<file path="src/core/pll_status_pkg.sv">
// package: register map, field layout and carriers for pll status block
package pll_status_pkg;

  localparam int ADDR_W = 10;
  localparam int DATA_W = 8;

  // register indices, one byte each on the plain port
  localparam logic [9:0] REF_MON_CFG_OFS = 10'h01A;
  localparam logic [9:0] PLL_READBACK_STATUS_OFS = 10'h01F;
  localparam logic [9:0] OUTPUT_DELAY_BYPASS_CTRL_OFS = 10'h0A0;
  localparam logic [9:0] OUTPUT_DELAY_RAMP_CONFIG_OFS = 10'h0A1;
  localparam logic [9:0] IRQ_STATUS_OFS = 10'h230;
  localparam logic [9:0] IRQ_MASK_OFS = 10'h231;

  // field positions
  localparam int REF_THRESH_SEL_BIT = 6;
  localparam int LOCK_BIT = 0;
  localparam int PRI_REF_ABOVE_BIT = 1;
  localparam int SEC_REF_ABOVE_BIT = 2;
  localparam int OSC_ABOVE_BIT = 3;
  localparam int SEC_REF_SELECTED_BIT = 4;
  localparam int HOLDOVER_ACTIVE_BIT = 5;
  localparam int CAL_DONE_BIT = 6;
  localparam int DELAY_BYPASS_BIT = 0;
  localparam int RAMP_CURRENT_LSB = 0;
  localparam int RAMP_CURRENT_W = 3;
  localparam int RAMP_CAPS_LSB = 3;
  localparam int RAMP_CAPS_W = 3;
  localparam int STATUS_W = 7;

  // reset values
  localparam logic [7:0] REF_MON_CFG_RST = 8'h00;
  localparam logic [7:0] DELAY_BYPASS_RST = 8'h01;
  localparam logic [7:0] DELAY_RAMP_RST = 8'h00;
  localparam logic [6:0] IRQ_STATUS_RST = 7'h00;
  localparam logic [6:0] IRQ_MASK_RST = 7'h00;
  localparam logic [7:0] UNMAPPED_READ = 8'h00;

  // live readback word, bit 6 down to bit 0
  typedef struct packed {
    logic cal_done;
    logic holdover_active;
    logic secondary_reference_selected;
    logic tuned_oscillator_above;
    logic secondary_reference_input_above;
    logic primary_reference_input_above;
    logic pll_locked;
  } pll_status_t;

  // one register access from the plain port
  typedef struct packed {
    logic [9:0] addr;
    logic [7:0] wdata;
    logic wr;
    logic rd;
  } reg_req_t;

endpackage

</file>
<file path="src/core/pll_status_and_fine_delay_regs.sv">
// module: pll readback status, reference monitor config, fine delay regs
//
// Contract
// - oscillator-above status bit is one exactly while oscillator exceeds threshold; here it follows the pin through the synchroniser, four edges late.
// - oscillator-above indication sits at status bit 3, with bits 6:4 above it and bits 2:0 below it.
// - status bit 2 shows secondary reference above threshold chosen by bit 6.
// - status bit 1 shows primary reference above threshold chosen by bit 6.
// - status bit 0 shows digital lock, zero unlocked, one locked.
// - bit 0 at 0x0A0 bypasses or inserts the fine delay.
// - bits 5:3 at 0x0A1 set ramp capacitor count for the delay.
//
// Added by the designer: the address-and-strobe port.
`timescale 1ns/10ps
`default_nettype none

module pll_status_and_fine_delay_regs (
  input wire logic i_ref_clk,
  input wire logic i_sys_rst,
  input wire logic [9:0] i_addr,
  input wire logic [7:0] i_wdata,
  input wire logic i_wr,
  input wire logic i_rd,
  output logic [7:0] o_rd_data,
  input wire logic i_tuned_oscillator_above,
  input wire logic i_primary_reference_input_above,
  input wire logic i_secondary_reference_input_above,
  input wire logic i_pll_locked,
  input wire logic i_cal_done,
  input wire logic i_holdover_active,
  input wire logic i_secondary_reference_selected,
  output logic o_ref_threshold_sel,
  output logic o_delay_bypass,
  output logic [2:0] o_ramp_caps,
  output logic [2:0] o_ramp_current,
  output logic o_irq
);

  // request carrier
  pll_status_pkg::reg_req_t req;

  assign req.addr = i_addr;
  assign req.wdata = i_wdata;
  assign req.wr = i_wr;
  assign req.rd = i_rd;

  // raw analog-side indications gathered into one word
  pll_status_pkg::pll_status_t raw_status;
  pll_status_pkg::pll_status_t live_status;
  logic [6:0] raw_bits;
  logic [6:0] live_bits;

  assign raw_status.cal_done = i_cal_done;
  assign raw_status.holdover_active = i_holdover_active;
  assign raw_status.secondary_reference_selected =
    i_secondary_reference_selected;
  assign raw_status.tuned_oscillator_above =
    i_tuned_oscillator_above;
  assign raw_status.secondary_reference_input_above =
    i_secondary_reference_input_above;
  assign raw_status.primary_reference_input_above =
    i_primary_reference_input_above;
  assign raw_status.pll_locked = i_pll_locked;
  assign raw_bits = raw_status;

  // pins are asynchronous to the register clock
  status_pin_sync #(
    .WIDTH(pll_status_pkg::STATUS_W)
  ) u_sync (
    .i_ref_clk(i_ref_clk),
    .i_sys_rst(i_sys_rst),
    .i_async(raw_bits),
    .o_sync(live_bits)
  );

  assign live_status = live_bits;

  // address decode
  wire hit_ref_cfg;
  wire hit_status;
  wire hit_bypass;
  wire hit_ramp;
  wire hit_irq_status;
  wire hit_irq_mask;

  assign hit_ref_cfg = (req.addr == pll_status_pkg::REF_MON_CFG_OFS);
  assign hit_status = (req.addr == pll_status_pkg::PLL_READBACK_STATUS_OFS);
  assign hit_bypass =
    (req.addr == pll_status_pkg::OUTPUT_DELAY_BYPASS_CTRL_OFS);
  assign hit_ramp = (req.addr == pll_status_pkg::OUTPUT_DELAY_RAMP_CONFIG_OFS);
  assign hit_irq_status = (req.addr == pll_status_pkg::IRQ_STATUS_OFS);
  assign hit_irq_mask = (req.addr == pll_status_pkg::IRQ_MASK_OFS);

  // write strobes and the irq status read strobe; the status word has no write strobe at all
  wire wr_ref_cfg;
  wire wr_bypass;
  wire wr_ramp;
  wire wr_irq_mask;
  wire rd_irq_status;

  assign wr_ref_cfg = req.wr & hit_ref_cfg;
  assign wr_bypass = req.wr & hit_bypass;
  assign wr_ramp = req.wr & hit_ramp;
  assign wr_irq_mask = req.wr & hit_irq_mask;
  assign rd_irq_status = req.rd & hit_irq_status;

  // storage
  logic [7:0] ref_mon_cfg;
  logic [7:0] output_delay_bypass_ctrl;
  logic [7:0] output_delay_ramp_config;
  logic [6:0] irq_status;
  logic [6:0] irq_mask;
  logic [6:0] prev_live;

  // reference monitor config; bit 6 picks the reference threshold
  always_ff @(posedge i_ref_clk) begin
    if (i_sys_rst) begin
      ref_mon_cfg <= pll_status_pkg::REF_MON_CFG_RST;
    end else if (wr_ref_cfg) begin
      ref_mon_cfg <= req.wdata;
    end
  end

  // fine delay bypass control
  always_ff @(posedge i_ref_clk) begin
    if (i_sys_rst) begin
      output_delay_bypass_ctrl <= pll_status_pkg::DELAY_BYPASS_RST;
    end else if (wr_bypass) begin
      output_delay_bypass_ctrl <= req.wdata;
    end
  end

  // ramp capacitors and ramp current
  always_ff @(posedge i_ref_clk) begin
    if (i_sys_rst) begin
      output_delay_ramp_config <= pll_status_pkg::DELAY_RAMP_RST;
    end else if (wr_ramp) begin
      output_delay_ramp_config <= req.wdata;
    end
  end

  // interrupt mask, same layout as the status word
  always_ff @(posedge i_ref_clk) begin
    if (i_sys_rst) begin
      irq_mask <= pll_status_pkg::IRQ_MASK_RST;
    end else if (wr_irq_mask) begin
      irq_mask <= req.wdata[6:0];
    end
  end

  // events: any change of a synchronised indication
  wire [6:0] status_event;
  wire [6:0] next_irq_status;

  assign status_event = live_bits ^ prev_live;
  // set wins over the read clear so no edge is lost
  assign next_irq_status =
    (rd_irq_status ? 7'h00 : irq_status) | status_event;

  always_ff @(posedge i_ref_clk) begin
    if (i_sys_rst) begin
      prev_live <= 7'h00;
    end else begin
      prev_live <= live_bits;
    end
  end

  always_ff @(posedge i_ref_clk) begin
    if (i_sys_rst) begin
      irq_status <= pll_status_pkg::IRQ_STATUS_RST;
    end else begin
      irq_status <= next_irq_status;
    end
  end

  // readback word; status is live and never latched or cleared
  wire [7:0] status_word;
  wire [7:0] irq_status_word;
  wire [7:0] irq_mask_word;
  wire [7:0] next_rd_data;

  assign status_word = {1'b0, live_status};
  assign irq_status_word = {1'b0, irq_status};
  assign irq_mask_word = {1'b0, irq_mask};

  // data only in the cycle after the read strobe, zero otherwise
  assign next_rd_data =
    !req.rd ? 8'h00 :
    hit_ref_cfg ? ref_mon_cfg :
    hit_status ? status_word :
    hit_bypass ? output_delay_bypass_ctrl :
    hit_ramp ? output_delay_ramp_config :
    hit_irq_status ? irq_status_word :
    hit_irq_mask ? irq_mask_word :
    pll_status_pkg::UNMAPPED_READ;

  always_ff @(posedge i_ref_clk) begin
    if (i_sys_rst) begin
      o_rd_data <= 8'h00;
    end else begin
      o_rd_data <= next_rd_data;
    end
  end

  // outputs from flops; o_irq loads on the same edge as irq_status
  wire next_irq;

  assign next_irq = |(next_irq_status & irq_mask);

  always_ff @(posedge i_ref_clk) begin
    if (i_sys_rst) begin
      o_irq <= 1'b0;
    end else begin
      o_irq <= next_irq;
    end
  end

  // control fields drive the analog side from flops that mirror their register
  wire next_thresh_sel;
  wire next_bypass;
  wire [2:0] next_caps;
  wire [2:0] next_current;

  assign next_thresh_sel = wr_ref_cfg ?
    req.wdata[pll_status_pkg::REF_THRESH_SEL_BIT] :
    ref_mon_cfg[pll_status_pkg::REF_THRESH_SEL_BIT];
  assign next_bypass = wr_bypass ?
    req.wdata[pll_status_pkg::DELAY_BYPASS_BIT] :
    output_delay_bypass_ctrl[pll_status_pkg::DELAY_BYPASS_BIT];
  assign next_caps = wr_ramp ?
    req.wdata[pll_status_pkg::RAMP_CAPS_LSB +: pll_status_pkg::RAMP_CAPS_W] :
    output_delay_ramp_config[pll_status_pkg::RAMP_CAPS_LSB +:
      pll_status_pkg::RAMP_CAPS_W];
  assign next_current = wr_ramp ?
    req.wdata[pll_status_pkg::RAMP_CURRENT_LSB +:
      pll_status_pkg::RAMP_CURRENT_W] :
    output_delay_ramp_config[pll_status_pkg::RAMP_CURRENT_LSB +:
      pll_status_pkg::RAMP_CURRENT_W];

  // the outputs follow a write on the very next edge
  always_ff @(posedge i_ref_clk) begin
    if (i_sys_rst) begin
      o_ref_threshold_sel <=
        pll_status_pkg::REF_MON_CFG_RST[pll_status_pkg::REF_THRESH_SEL_BIT];
      o_delay_bypass <=
        pll_status_pkg::DELAY_BYPASS_RST[pll_status_pkg::DELAY_BYPASS_BIT];
      o_ramp_caps <= pll_status_pkg::DELAY_RAMP_RST[
        pll_status_pkg::RAMP_CAPS_LSB +: pll_status_pkg::RAMP_CAPS_W];
      o_ramp_current <= pll_status_pkg::DELAY_RAMP_RST[
        pll_status_pkg::RAMP_CURRENT_LSB +: pll_status_pkg::RAMP_CURRENT_W];
    end else begin
      o_ref_threshold_sel <= next_thresh_sel;
      o_delay_bypass <= next_bypass;
      o_ramp_caps <= next_caps;
      o_ramp_current <= next_current;
    end
  end

endmodule

`default_nettype wire

</file>
<file path="src/core/status_pin_sync.sv">
// module: three-stage pin synchroniser with agreement filter per bit
`timescale 1ns/10ps
`default_nettype none

module status_pin_sync #(
  parameter int WIDTH = 7
) (
  input wire logic i_ref_clk,
  input wire logic i_sys_rst,
  input wire logic [WIDTH-1:0] i_async,
  output logic [WIDTH-1:0] o_sync
);

  genvar g;
  generate
    for (g = 0; g < WIDTH; g++) begin : g_bit
      logic meta;
      logic stage2;
      logic stage3;
      logic held;
      // first flop feeds only the second; filter looks at 2 and 3
      always_ff @(posedge i_ref_clk) begin
        if (i_sys_rst) begin
          meta <= 1'b0;
          stage2 <= 1'b0;
          stage3 <= 1'b0;
          held <= 1'b0;
        end else begin
          meta <= i_async[g];
          stage2 <= meta;
          stage3 <= stage2;
          if (stage2 == stage3) begin
            held <= stage3;
          end
        end
      end
      assign o_sync[g] = held;
    end
  endgenerate

endmodule

`default_nettype wire

</file>
<file path="config.mk">
export PLATFORM = sky130hd
export DESIGN_NAME = pll_status_and_fine_delay_regs
export DESIGN_NICKNAME = d
export VERILOG_FILES = /design/src/core/pll_status_pkg.sv /design/src/core/pll_status_and_fine_delay_regs.sv /design/src/core/status_pin_sync.sv
export SDC_FILE = /design/constraint.sdc
export NUM_CORES = 1
export LEC_CHECK = 0
export BUFFER_PORTS_ARGS = -buffer_cell sky130_fd_sc_hd__clkbuf_2
export CAP_MARGIN = 20
export CORE_MARGIN = 2
export CORE_UTILIZATION = 30
export CTS_CLUSTER_SIZE = 12
export DETAILED_ROUTE_END_ITERATION = 8
export GPL_TIMING_DRIVEN = 0
export SYNTH_ARGS = -nofsm -noshare
export SYNTH_HDL_FRONTEND = slang
export SYNTH_HIERARCHICAL = 1
export SYNTH_SLANG_ARGS = --single-unit
</file>
<file path="constraint.sdc">
create_clock -name i_ref_clk -period 3.92 [get_ports i_ref_clk]
set_input_delay 0.196 -clock i_ref_clk [delete_from_list [all_inputs] [get_ports i_ref_clk]]
set_output_delay 0.196 -clock i_ref_clk [all_outputs]
set_load 0.1 [all_outputs]
</file>
**Word-level counts from Yosys, hierarchy flattened**

Cells that the tools add are included.

- Multiplexer cells: 11
- Bitwise logic cells: 9
- $add $sub $neg: 0
- Shift-type cells: 0
- Order comparisons: 0
- Reduce and logical (&&, ||, !) cells: 2
- Eq/ne operators: 13
- Multipliers: 0
- Divide/modulo/power cells: 0

Operator list:

| kind | number |
|---|---|
| 8-bit 2-to-1 mux | 4 |
| 7-bit 2-to-1 mux | 3 |
| 10-bit equality test (second input constant) | 2 |
| 10-bit by 5-bit equality test with 1-bit output (second input constant) | 2 |
| 10-bit by 8-bit equality test with 1-bit output (second input constant) | 2 |
| 7-bit AND | 1 |
| 1-bit equality test | 7 |
| 7-bit bitwise OR | 1 |
| 7-bit OR reduction | 1 |
| 7-bit XOR | 1 |
| 3-bit 2-to-1 mux | 2 |
| 1-bit AND | 5 |
| 1-bit 2-to-1 mux | 2 |
| 2-bit OR reduction | 1 |
| 1-bit inverter | 1 |

- ROM bits: 0
- Output and inout bits: 17
- RAM bits: 0
- Register bits after elaboration: 90
- Logic and storage cells: 75
- Memories kept: 0
- Input bits: 29
- Bits in latches: 0

**Longest topological paths before layout**

Gate-level depths: netlist of run 1.

- Depth in word-level cells: 7
- Depth in mapped cells: 7
- Depth with buffers taken out: 5

**By module**

Netlist of run 1, hierarchy kept.

Modules (own cells, without submodules):

| module | area each (µm²) | times used | sequential area each (µm²) | cells each |
|---|---|---|---|---|
| pll_status_and_fine_delay_regs | 2504.9 | 1 | 1241.2 | 276 |
| status_pin_sync | 965.9 | 1 | 560.5 | 80 |

**Worst setup path after synthesis of run 1**

No wires, ideal clock.

- Kind: in2reg
- Start: input port i_addr[6]
- End: register o_irq
- Slack: 2.250 ns
- Required time: 3.792 ns
- Setup time: 0.128 ns
- Path buffers: 1
- Arrival time: 1.542 ns
- Cell stages on the path: 6
- Cell sequence: or3b_4 -> or4b_1 -> buf_6 -> a21oi_2 -> o211a_1 -> nor2_1

- Cells in the longest elaborated chain, start to end: 6

Ends and longest elaborated chain:

| what | line | source |
|---|---|---|
| start, declared | pll_status_and_fine_delay_regs.sv:19 | `input wire logic [9:0] i_addr,` |
| 10-bit equality test | pll_status_and_fine_delay_regs.sv:90 | `assign hit_irq_status = (req.addr == pll_status_pkg::IRQ_STATUS_OFS);` |
| 1-bit AND | pll_status_and_fine_delay_regs.sv:104 | `assign rd_irq_status = req.rd & hit_irq_status;` |
| 7-bit 2-to-1 mux | pll_status_and_fine_delay_regs.sv:157 | `(rd_irq_status ? 7'h00 : irq_status) \| status_event;` |
| 7-bit bitwise OR | pll_status_and_fine_delay_regs.sv:157 |  |
| 7-bit AND | pll_status_and_fine_delay_regs.sv:207 | `assign next_irq = \|(next_irq_status & irq_mask);` |
| 7-bit OR reduction | pll_status_and_fine_delay_regs.sv:207 |  |
| end signal, assigned | pll_status_and_fine_delay_regs.sv:213 | `o_irq <= next_irq;` |
| end, declared | pll_status_and_fine_delay_regs.sv:35 | `output logic o_irq` |

Every way passes these cells.
A chain may end at the register's enable or synchronous reset.

**Final worst setup path of run 1**

- Start: input port i_addr[6]
- End: register irq_mask[3]

- Cells in the longest elaborated chain, start to end: 2

Ends and longest elaborated chain:

| what | line | source |
|---|---|---|
| 10-bit equality test | pll_status_and_fine_delay_regs.sv:91 | `assign hit_irq_mask = (req.addr == pll_status_pkg::IRQ_MASK_OFS);` |
| 1-bit AND | pll_status_and_fine_delay_regs.sv:103 | `assign wr_irq_mask = req.wr & hit_irq_mask;` |
| end signal, assigned | pll_status_and_fine_delay_regs.sv:144 | `irq_mask <= pll_status_pkg::IRQ_MASK_RST;` |
| end signal, assigned | pll_status_and_fine_delay_regs.sv:146 | `irq_mask <= req.wdata[6:0];` |
| end, declared | pll_status_and_fine_delay_regs.sv:111 | `logic [6:0] irq_mask;` |

Every way passes these cells.

==> results.md, run 1 <==
* Fin util at 0.369
* Int Pwr at 1.53 mW
* Fraction of the cycle the final worst path needs at 0.409
* Vias in the first global route at 2607
* Routed WL at 7770 um
* Nature of the critical path endpoint: flip-flop
* Post-DP HPWL at 5650 um
* Core area at 0.0114 mm^2
* Reg power frac at 0.478
* GRT overflow at 0
* CP max FO at 7
* Sw Ratio at 0.210
* Logic pwr share at 0.041
* RSZ-0062 raised after global routing: false
* DR WL/cell at 13.9 um
* P&R area growth vs syn at 21.0%
* Crit Path Category: input port to flip-flop
* Endpoints failing hold at 0
* Top cells by area, synth: dfxtp_1, a21oi_1, nand2_1
* Row count at 39
* Critical path arrival at 1810 ps
* FF-to-FF path depth at 6
* IO Count at 46
* GRT Resource Usage Total at 0.128
* Placed cell count at 543
* Power Density at 462 mW/mm^2
* Maximum vdd drop at 0.230 mV
* Hold Buf Count CTS at 0
* Die Y-Extent at 112 um
* Critical path required time at 4130 ps
* Min Clock Period, post-route at 1600 ps
* CTS H-tree depth at 3
* NumNets Final at 440
* Global-route wire length before repair at 12700 um
* Worst reg2reg path startpoint: u_sync/g_bit[3].held$_SDFFE_PP0N_
* Setup-failing EPs final at 0
* CTS tree: yes
* FMAX at 623 MHz
* Leak Pwr at 1.69 nW
* Syn nets at 385
* Post-DRT Antenna Nets at 0
* Cts repair resizes at 0
* Die area at 0.0124 mm^2
* Overall power at 1.94 mW
* Fraction of registers with async set/reset at 0
* Setup crit end: irq_mask[3]$_SDFFE_PP0P_
* TNS Setup at 0 ps
* Synth Instances at 356
* Dpl cell area at 0.00387 mm^2
* Area fraction of the dominant cell type after synthesis at 0.519
* Fin cells at 559
* Via density at 4.78
* DRC at 0
* Pin count of the biggest net entering global routing at 16
* Ant diodes at 0
* Max-Cap Viols at 0
* Mapped Area at 0.00347 mm^2
* Switching power at 407 uW
* EDFF count, synth at 0
* Pre-antenna DRT Iters at 5
* Clk pwr share at 0.481
* RePlAce Congestion at 0.827
* Root Buffer: clkbuf_16
* Seq/Total Area, Yosys at 0.519
* Clock transition at path regs at 60 ps
* Vias at 2673
* RR Endpoint: o_irq$_SDFF_PP0_
* Buffer levels on the longest clock path at 2
* Yosys cell types at 47
* Avg Inst Size Synth at 9.75 um^2
* Setup Skew at 5.86 ps
* Die Wd at 112 um
* Layout cells sized above 1 at 0.248
* Main synth FF type: dfxtp_1
* Max-slew violations at 0
* FF+latch count, synth at 90
* Reg2reg setup slack at 2510 ps
* Startpoint types: input port
* Post-CTS Setup Bufs at 0
* Yosys warns at 6
* Num CTS Buffers at 9
* Initial drt markers at 155
* Initial Util at 0.305
* Largest area contributor in the netlist: dfxtp_1
* Worst setup startpoint: i_addr[6]
* # fillers at 1131
* Initial antenna violation count at 0
* Slew @ Worst Pin at 677 ps
* I/O Buffers at 44
* Status: complete, no violations
* Clock Sinks at 90
* Max-slew headroom at 0.547
* Clk Latency, worst-skew pair at 340 ps
* Type of the most critical hold path: input port to flip-flop
* Final Cell Area at 0.00420 mm^2
[layer usage]
metal  vias to the layer above  GRT usage  wire [um]  share of wire
met5                         -          0          0              0
met4                         0     0.0527        126          0.016
met3                        10     0.0256        353          0.045
met2                        73      0.204       3590           0.46
met1                      1259      0.169       3700           0.48
li1                       1331          -          -              -
[kinds of logic after synthesis]
logic type,count (synthesis),synth area share
XOR/XNOR,7,0.0177
flip-flops,90,0.519
multiplexers,20,0.0595
AO/OA/AOI/OAI,75,0.140
AND/OR/NAND/NOR,130,0.205
buffers and inverters,34,0.0588
[area by class of cell]
type	instances	area, um^2	share of cell area
multi-input cells	232	1470	0.349
flip-flops and latches	90	1800	0.429
clock buffers	10	239	0.0569
clock inverters	6	90.1	0.0215
inverters	9	33.8	0.00805
well taps	143	179	0.0426
plain buffers	25	170	0.0405
repair buffers	44	220	0.0524
[per-stage QoR]
stage | hold WS [ps] | setup WS, ps
6_report | 67.5 | 2320
5_1_grt | 71.6 | 2170
4_1_cts | 64.4 | 2320
3_5_place_dp | 411 | 2020
3_3_place_gp | 418 | 2040
2_1_floorplan | 321 | 2250
[synth_stat cells, drive strengths merged (2+ instances only)]
master  number
o22ai        4
o21ai        8
a22oi       14
nand2       41
mux2i       15
and3         4
clkbuf      12
nor2b       26
nand3       11
a222oi       2
mux2         5
xnor2        6
nor2        29
nand4        2
dfxtp       90
nor3         3
nand3b       2
and2b        3
a21oi       39
inv          9
buf         13
[layout by cell type, fill, tap and decap left out, types with 9 or more instances in the layout]
cell / instances
dfxtp_1: 90
inv_1: 9
clkbuf_2: 44
clkbuf_1: 11
nor2_1: 29
clkbuf_16: 9
a21oi_1: 31
nand3_1: 11
nand2_1: 41
nor2b_1: 13
a22oi_1: 14
mux2i_1: 15
nor2b_2: 9
[flip-flops by register name, indices dropped and copies added (netlist names)]
register,flops
o_irq,1
irq_status,7
o_delay_bypass,1
u_sync/g_bit.meta,7
o_rd_data,8
o_ramp_current,3
irq_mask,7
output_delay_ramp_config,8
output_delay_bypass_ctrl,8
ref_mon_cfg,8
u_sync/g_bit.stage3,7
o_ref_threshold_sel,1
o_ramp_caps,3
u_sync/g_bit.held,7
prev_live,7
u_sync/g_bit.stage2,7
[worst min path at each step]
stage                                      startpoint  slack (ps)                         endpoint  depth (start not counted)
floorplan                                  i_cal_done         320  u_sync/g_bit[6].meta$_SDFF_PP0_                          1
global placement    i_secondary_reference_input_above         420  u_sync/g_bit[2].meta$_SDFF_PP0_                          2
detailed placement  i_secondary_reference_input_above         410  u_sync/g_bit[2].meta$_SDFF_PP0_                          2
CTS                          i_tuned_oscillator_above          60  u_sync/g_bit[3].meta$_SDFF_PP0_                          2
global route                 i_tuned_oscillator_above          70  u_sync/g_bit[3].meta$_SDFF_PP0_                          2
finish                       i_tuned_oscillator_above          70  u_sync/g_bit[3].meta$_SDFF_PP0_                          2
[power groups by stage]
stage	Clock (mW)	Combinational (mW)	Sequential [mW]
floorplan	0	0.0452	0.948
global placement	0	0.0799	0.948
detailed placement	0	0.0805	0.948
CTS	0.947	0.0811	0.928
global route	0.989	0.0884	0.928
finish	0.933	0.0804	0.928
[critical path, stage by stage]
cell and delay (ps):
clkbuf_2 100, or3b_4 400, nor2_1 360, nand4_2 400, mux2i_1 290, nor2_1 50
Power figures use the tool's default switching activity.
==> run 2, diff against run 1 <==
==> constraint.sdc (replaced) <==
create_clock -name i_ref_clk -period 1.5 [get_ports i_ref_clk]
set_input_delay 0.075 -clock i_ref_clk [delete_from_list [all_inputs] [get_ports i_ref_clk]]
set_output_delay 0.075 -clock i_ref_clk [all_outputs]
set_load 0.1 [all_outputs]
==> run 2 against run 1 <==
First-iteration DRC count grew 11%. Clock power grew to 2.6 times the previous value. Count of clock-buffer cells in the layout rose by 2. Via count is 2.3% higher. Critical path depth shrank 1.
==> results.md, run 2 (same netlist as run 1, synthesis figures left out) <==
* Ant diodes at 0 (unchanged)
* Min Clock Period, post-route at 1410 ps
* FMAX at 709 MHz
* Slew @ Worst Pin at 673 ps (-4.18 ps)
* Startpoint types: input port
* Final Cell Area at 0.00428 mm^2 (+2.0%)
* FF-to-FF path depth at 6 (unchanged)
* Die Y-Extent at 112 um (unchanged)
* Hold path startpoint: i_wdata[4]
* Row count at 39 (unchanged)
* Critical path depth at 5 (-1)
* Hold EP: ref_mon_cfg[4]$_SDFFE_PP0P_
* Type of the most critical hold path: input port to flip-flop
* Critical path arrival at 1600 ps (-210 ps)
* Max-Cap Viols at 0 (unchanged)
* Post-DP HPWL at 5660 um (+0.11%)
* CP peak stage delay at 550 ps (+150 ps)
* CP cell instances: clkbuf_2 -> nor3_1 -> nand4_2 -> mux2i_1 -> nor2_1
* Die area at 0.0124 mm^2 (unchanged)
* Max-slew violations at 0 (unchanged)
* Min-Delay Path Depth at 3 (+1)
* RePlAce Congestion at 0.835 (+1.0%)
* Global-route wire length before repair at 13200 um (+3.9%)
* RR Endpoint: o_irq$_SDFF_PP0_
* Clock transition at path regs at 60 ps (about the same)
* I/O Buffers at 44 (unchanged)
* IO Count at 46 (unchanged)
* Crit Path Category: input port to flip-flop
* Clk Latency, worst-skew pair at 340 ps (about the same)
* Dpl cell area at 0.00387 mm^2 (unchanged)
* Core area at 0.0114 mm^2 (unchanged)
* Reg power frac at 0.478 (about the same)
* Vias in the first global route at 2757 (+5.8%)
* Post-CTS Setup Bufs at 0 (unchanged)
* Die Wd at 112 um (unchanged)
* Overall power at 5.07 mW (+160%)
* Leak Pwr at 1.70 nW (+0.80%)
* Initial antenna violation count at 0 (unchanged)
* Pre-antenna DRT Iters at 5 (unchanged)
* P&R area growth vs syn at 23.4%
* Worst reg2reg path startpoint: u_sync/g_bit[2].held$_SDFFE_PP0N_
* Root Buffer: clkbuf_16
* Initial Util at 0.305 (unchanged)
* CTS H-tree depth at 3 (unchanged)
* # fillers at 1124 (-0.62%)
* Layout cells sized above 1 at 0.243 (-0.00410)
* Max-slew headroom at 0.551 (+0.00445)
* Sw Ratio at 0.207 (-0.00300)
* CTS tree: yes
* Power Density at 1180 mW/mm^2 (+160%)
* Crit path max-delay family: simple AND/OR/NAND/NOR gates
* Slowest cell on crit path: nor3_1
* Switching power at 1.05 mW (+160%)
* Critical path required time at 1680 ps (-2450 ps)
* Setup-failing EPs final at 0 (unchanged)
* NumNets Final at 447 (+1.6%)
* Commonest non-fill, non-tap cells in the layout: dfxtp_1, clkbuf_2, nand2_1
* Reg2reg setup slack at 140 ps (-2370 ps)
* Setup Skew at 4.02 ps (-1.83 ps)
* Status: complete, no violations
* Crit path buffers/inverters at 1 (unchanged)
* GRT overflow at 0 (unchanged)
* Leading cell type in the layout, fill and taps excluded: dfxtp_1
* Fraction of the cycle the final worst path needs at 0.941
* Int Pwr at 4.02 mW (+160%)
* GRT Resource Usage Total at 0.131 (+0.00374)
* Clk pwr share at 0.476 (-0.005)
* Maximum vdd drop at 0.604 mV (+160%)
* Initial drt markers at 172 (+11%)
* Nature of the critical path endpoint: flip-flop
* Logic pwr share at 0.045 (+0.004)
* Pin count of the biggest net entering global routing at 15 (-1)
* DR WL/cell at 14.0 um (+0.73%)
* Endpoints failing hold at 0 (unchanged)
* Via density at 4.83 (+1.0%)
* Num CTS Buffers at 9 (unchanged)
* DRC at 0 (unchanged)
* RSZ-0062 raised after global routing: true
* Buffer levels on the longest clock path at 2 (unchanged)
* CP max FO at 8 (+1)
* Post-DRT Antenna Nets at 0 (unchanged)
* Routed WL at 7920 um (+2.0%)
* Vias at 2734 (+2.3%)
* Clock Sinks at 90 (unchanged)
## run 2: changes by cell type in the layout (fill, tap and decap cells not counted), sizes merged
| cell | before | now |
|---|---|---|
| dlygate4sd3 | 0 | 8 |
| clkinv | 3 | 0 |
| clkbuf | 66 | 67 |
| clkinvlp | 1 | 2 |
## run 2: worst max-delay path by stage
stage	from	to	slack (ps)
floorplan	i_addr[6]	o_irq$_SDFF_PP0_	-50
global placement	i_addr[6]	irq_mask[4]$_SDFFE_PP0P_	-260
detailed placement	i_addr[6]	irq_mask[3]$_SDFFE_PP0P_	-300
CTS	i_addr[6]	irq_mask[3]$_SDFFE_PP0P_	30
global route	i_addr[2]	output_delay_ramp_config[3]$_SDFFE_PP0P_	-50
finish	i_addr[2]	o_ramp_caps[0]$_SDFF_PP0_	90
## run 2: repair_timing
item / CTS / global route
hold endpoints to repair: 8 / 0
hold buffers: 8 / 0
resized for setup: 0 / 3
endpoints found under the setup margin: 0 / 29
## run 2: area by class of cell
cell class                 count  area (um^2)  share of cell area
sequential                    90         1800               0.421
multi-input combinational    232         1480               0.346
timing repair buffer          52          300              0.0701
clock buffer                  12          246              0.0575
tap                          143          179              0.0418
buffer                        24          166              0.0388
clock inverter                 4         75.1              0.0175
inverter                       9         33.8             0.00789
## run 2: power by group through the flow
stage,Clock (mW),Sequential [mW],Combinational [mW]
after global placement,0,2.48,0.209
after detailed placement,0,2.48,0.211
after CTS,2.46,2.42,0.229
final,2.42,2.42,0.229
after global routing,2.57,2.43,0.253
after floorplan,0,2.48,0.118
## run 2: worst reg2reg max path, cell delays in order, from the launching register on
cell and delay (ps):
dfxtp_1 330, buf_4 150, xnor2_1 200, o22ai_1 150
nor3_2 210, o211a_1 160, nor2_1 40
## run 2: routing by layer
metal  track usage  wire length [um]  vias to the layer above
met4        0.0601               188                        0
met1         0.170              3700                     1300
met2         0.207              3580                       82
met3        0.0338               451                       14
met5             0                 0                        -
li1              -                 -                     1338
## run 2: stage by stage
step / setup TNS (ps) / setup WS, ps / std cells / hold slack, ps / util
4_1_cts: 0 / 27.0 / 567 / 27.4 / 0.376
5_1_grt: -345 / -54.6 / 566 / 36.5 / 0.377
3_3_place_gp: -8120 / -259 / 543 / 297 / 0.340
2_1_floorplan: -48.6 / -48.6 / 356 / 200 / -
3_5_place_dp: -9140 / -304 / 543 / 294 / 0.340
6_report: 0 / 88.6 / 566 / 27.7 / 0.377
==> run 3, diff against run 2 <==
--- a/config.mk
+++ b/config.mk
@@ -12,6 +12,7 @@
 export CTS_CLUSTER_SIZE = 12
 export DETAILED_ROUTE_END_ITERATION = 8
 export GPL_TIMING_DRIVEN = 0
+export HOLD_SLACK_MARGIN = 0.03
 export SYNTH_ARGS = -nofsm -noshare
 export SYNTH_HDL_FRONTEND = slang
 export SYNTH_HIERARCHICAL = 1
==> run 3 against run 2 <==
Sequential share of layout area is 0.29 points lower. Clock power hardly changed. Die area stayed put. Highest routed layer unchanged. Fmax is 1.3% lower. Clock skew hardly changed. Largest power group unchanged.
==> results.md, run 3 (same netlist as run 1, synthesis figures left out) <==
* Final Cell Area at 0.00431 mm^2 (+0.70%)
* RSZ-0062 raised after global routing: true
* CTS tree: yes
* Pre-antenna DRT Iters at 5 (unchanged)
* Sw Ratio at 0.208 (+0.00139)
* Initial drt markers at 183 (+6.4%)
* # fillers at 1122 (-0.18%)
* Type of the most critical hold path: input port to flip-flop
* IO Count at 46 (unchanged)
* Pin count of the biggest net entering global routing at 15 (unchanged)
* CP max FO at 8 (unchanged)
* Clk Latency, worst-skew pair at 340 ps (about the same)
* Min Clock Period, post-route at 1430 ps (+18.1 ps)
* Die Wd at 112 um (unchanged)
* Max-slew violations at 0 (unchanged)
* Power Density at 1180 mW/mm^2 (-0.39%)
* Post-DRT Antenna Nets at 0 (unchanged)
* Crit Path Category: input port to flip-flop
* Max-Cap Viols at 0 (unchanged)
* P&R area growth vs syn at 24.3%
* Max-slew headroom at 0.553 (+0.00197)
* Setup-failing EPs final at 0 (unchanged)
* Reg area at 0.00180 mm^2 (unchanged)
* Dpl cell area at 0.00387 mm^2 (unchanged)
* Logic pwr share at 0.046 (about the same)
* DR WL/cell at 14.0 um (about the same)
* Initial antenna violation count at 0 (unchanged)
* I/O Buffers at 44 (unchanged)
* Int Pwr at 4.03 mW (+0.13%)
* Clock Sinks at 90 (unchanged)
* Leading cell type in the layout, fill and taps excluded: dfxtp_1
* Buffer levels on the longest clock path at 2 (unchanged)
* GRT Resource Usage Total at 0.131 (about the same)
* Vias at 2719 (-0.55%)
* Post-CTS Setup Bufs at 0 (unchanged)
* Post-DP HPWL at 5660 um (unchanged)
* Maximum vdd drop at 0.611 mV (+1.3%)
* Slew @ Worst Pin at 670 ps (-2.95 ps)
* Critical path arrival at 1610 ps (about the same)
* Commonest non-fill, non-tap cells in the layout: dfxtp_1, clkbuf_2, nand2_1
* Setup Skew at 4.14 ps (+0.114 ps)
* Critical path required time at 1680 ps (about the same)
* DRC at 0 (unchanged)
* Pre-CTS setup slack at -304 ps (unchanged)
* Ant diodes at 0 (unchanged)
* Clk pwr share at 0.477 (about the same)
* Startpoint types: input port
* Reg power frac at 0.477 (about the same)
* Die Y-Extent at 112 um (unchanged)
* Fin util at 0.379 (+0.00264)
* RePlAce Congestion at 0.835 (unchanged)
* Num CTS Buffers at 9 (unchanged)
* Status: complete, no violations
* Switching power at 1.06 mW (+0.98%)
* Endpoints failing hold at 0 (unchanged)
* Row count at 39 (unchanged)
* Clock transition at path regs at 60 ps (about the same)
* Layout cells sized above 1 at 0.242 (-0.00171)
* Nature of the critical path endpoint: flip-flop
* Initial Util at 0.305 (unchanged)
* Via density at 4.78 (-1.1%)
* Area of the multi-input gates at 0.00148 mm^2 (unchanged)
* Final setup margin at 70.5 ps (-18.1 ps)
* Fraction of the cycle the final worst path needs at 0.953 (+0.0120)
* Vias in the first global route at 2760 (+0.11%)
* Leak Pwr at 1.72 nW (+0.74%)
* Die area at 0.0124 mm^2 (unchanged)
* Root Buffer: clkbuf_16
* TNS Setup at 0 ps (unchanged)
* Core area at 0.0114 mm^2 (unchanged)
* CTS H-tree depth at 3 (unchanged)
* FMAX at 700 MHz (-1.3%)
* GRT overflow at 0 (unchanged)
* Routed WL at 7960 um (+0.53%)
* NumNets Final at 450 (+0.67%)
* Global-route wire length before repair at 13200 um (+0.16%)
==> run 3: area by class of cell <==
| type | instances | share of cell area |
|---|---|---|
| plain buffers | 24 | 0.0386 |
| inverters | 9 | 0.00783 |
| repair buffers | 55 | 0.0766 |
| clock buffers | 12 | 0.0571 |
| well taps | 143 | 0.0415 |
| clock inverters | 4 | 0.0174 |
| flip-flops and latches | 90 | 0.418 |
| multi-input cells | 232 | 0.343 |
==> run 3: path summary, 6_finish.rpt <==
kind	from	endpoint	slack [ps]	depth (start not counted)
hold / removal	i_wdata[5]	ref_mon_cfg[5]$_SDFFE_PP0P_	40	3
hold reg to reg	u_sync/g_bit[0].meta$_SDFF_PP0_	u_sync/g_bit[0].stage2$_SDFF_PP0_	430	1
setup / recovery	i_addr[2]	o_ramp_caps[0]$_SDFF_PP0_	70	5
setup reg to reg	u_sync/g_bit[2].held$_SDFFE_PP0N_	o_irq$_SDFF_PP0_	130	6
==> run 3: worst max-delay path, stage by stage <==
cell and delay, ps:
clkbuf_2 140, nor3_1 550, nand4_2 490, mux2i_1 280, nor2_1 80
==> run 3: metrics by stage <==
step	power, mW	std cells	hold slack [ps]
CTS	5.12	570	31.8
floorplan	2.60	356	200
global route	5.25	569	43.3
detailed placement	2.69	543	294
global placement	2.69	543	297
finish	5.08	569	38.3
==> run 3: power groups by stage <==
stage / combinational, mW / clock (mW) / sequential, mW
2_1_floorplan: 0.118 / 0 / 2.48
3_3_place_gp: 0.209 / 0 / 2.48
3_5_place_dp: 0.211 / 0 / 2.48
4_1_cts: 0.235 / 2.46 / 2.42
5_1_grt: 0.259 / 2.57 / 2.43
6_report: 0.235 / 2.42 / 2.42
==> run 3: per-layer routing <==
metal / track usage / share of wire / vias to the layer above / wire length (um)
met4: 0.0601 / 0.021 / 0 / 170
met3: 0.0327 / 0.049 / 12 / 390
met1: 0.171 / 0.48 / 1295 / 3810
met2: 0.207 / 0.45 / 70 / 3590
li1: - / - / 1342 / -
met5: 0 / 0 / - / 0
==> run 3: what timing repair did <==
item | in CTS | in global routing
hold buffers | 11 | 0
setup endpoints to repair | 0 | 29
endpoints found under the hold margin | 15 | 0
resized for setup | 0 | 3
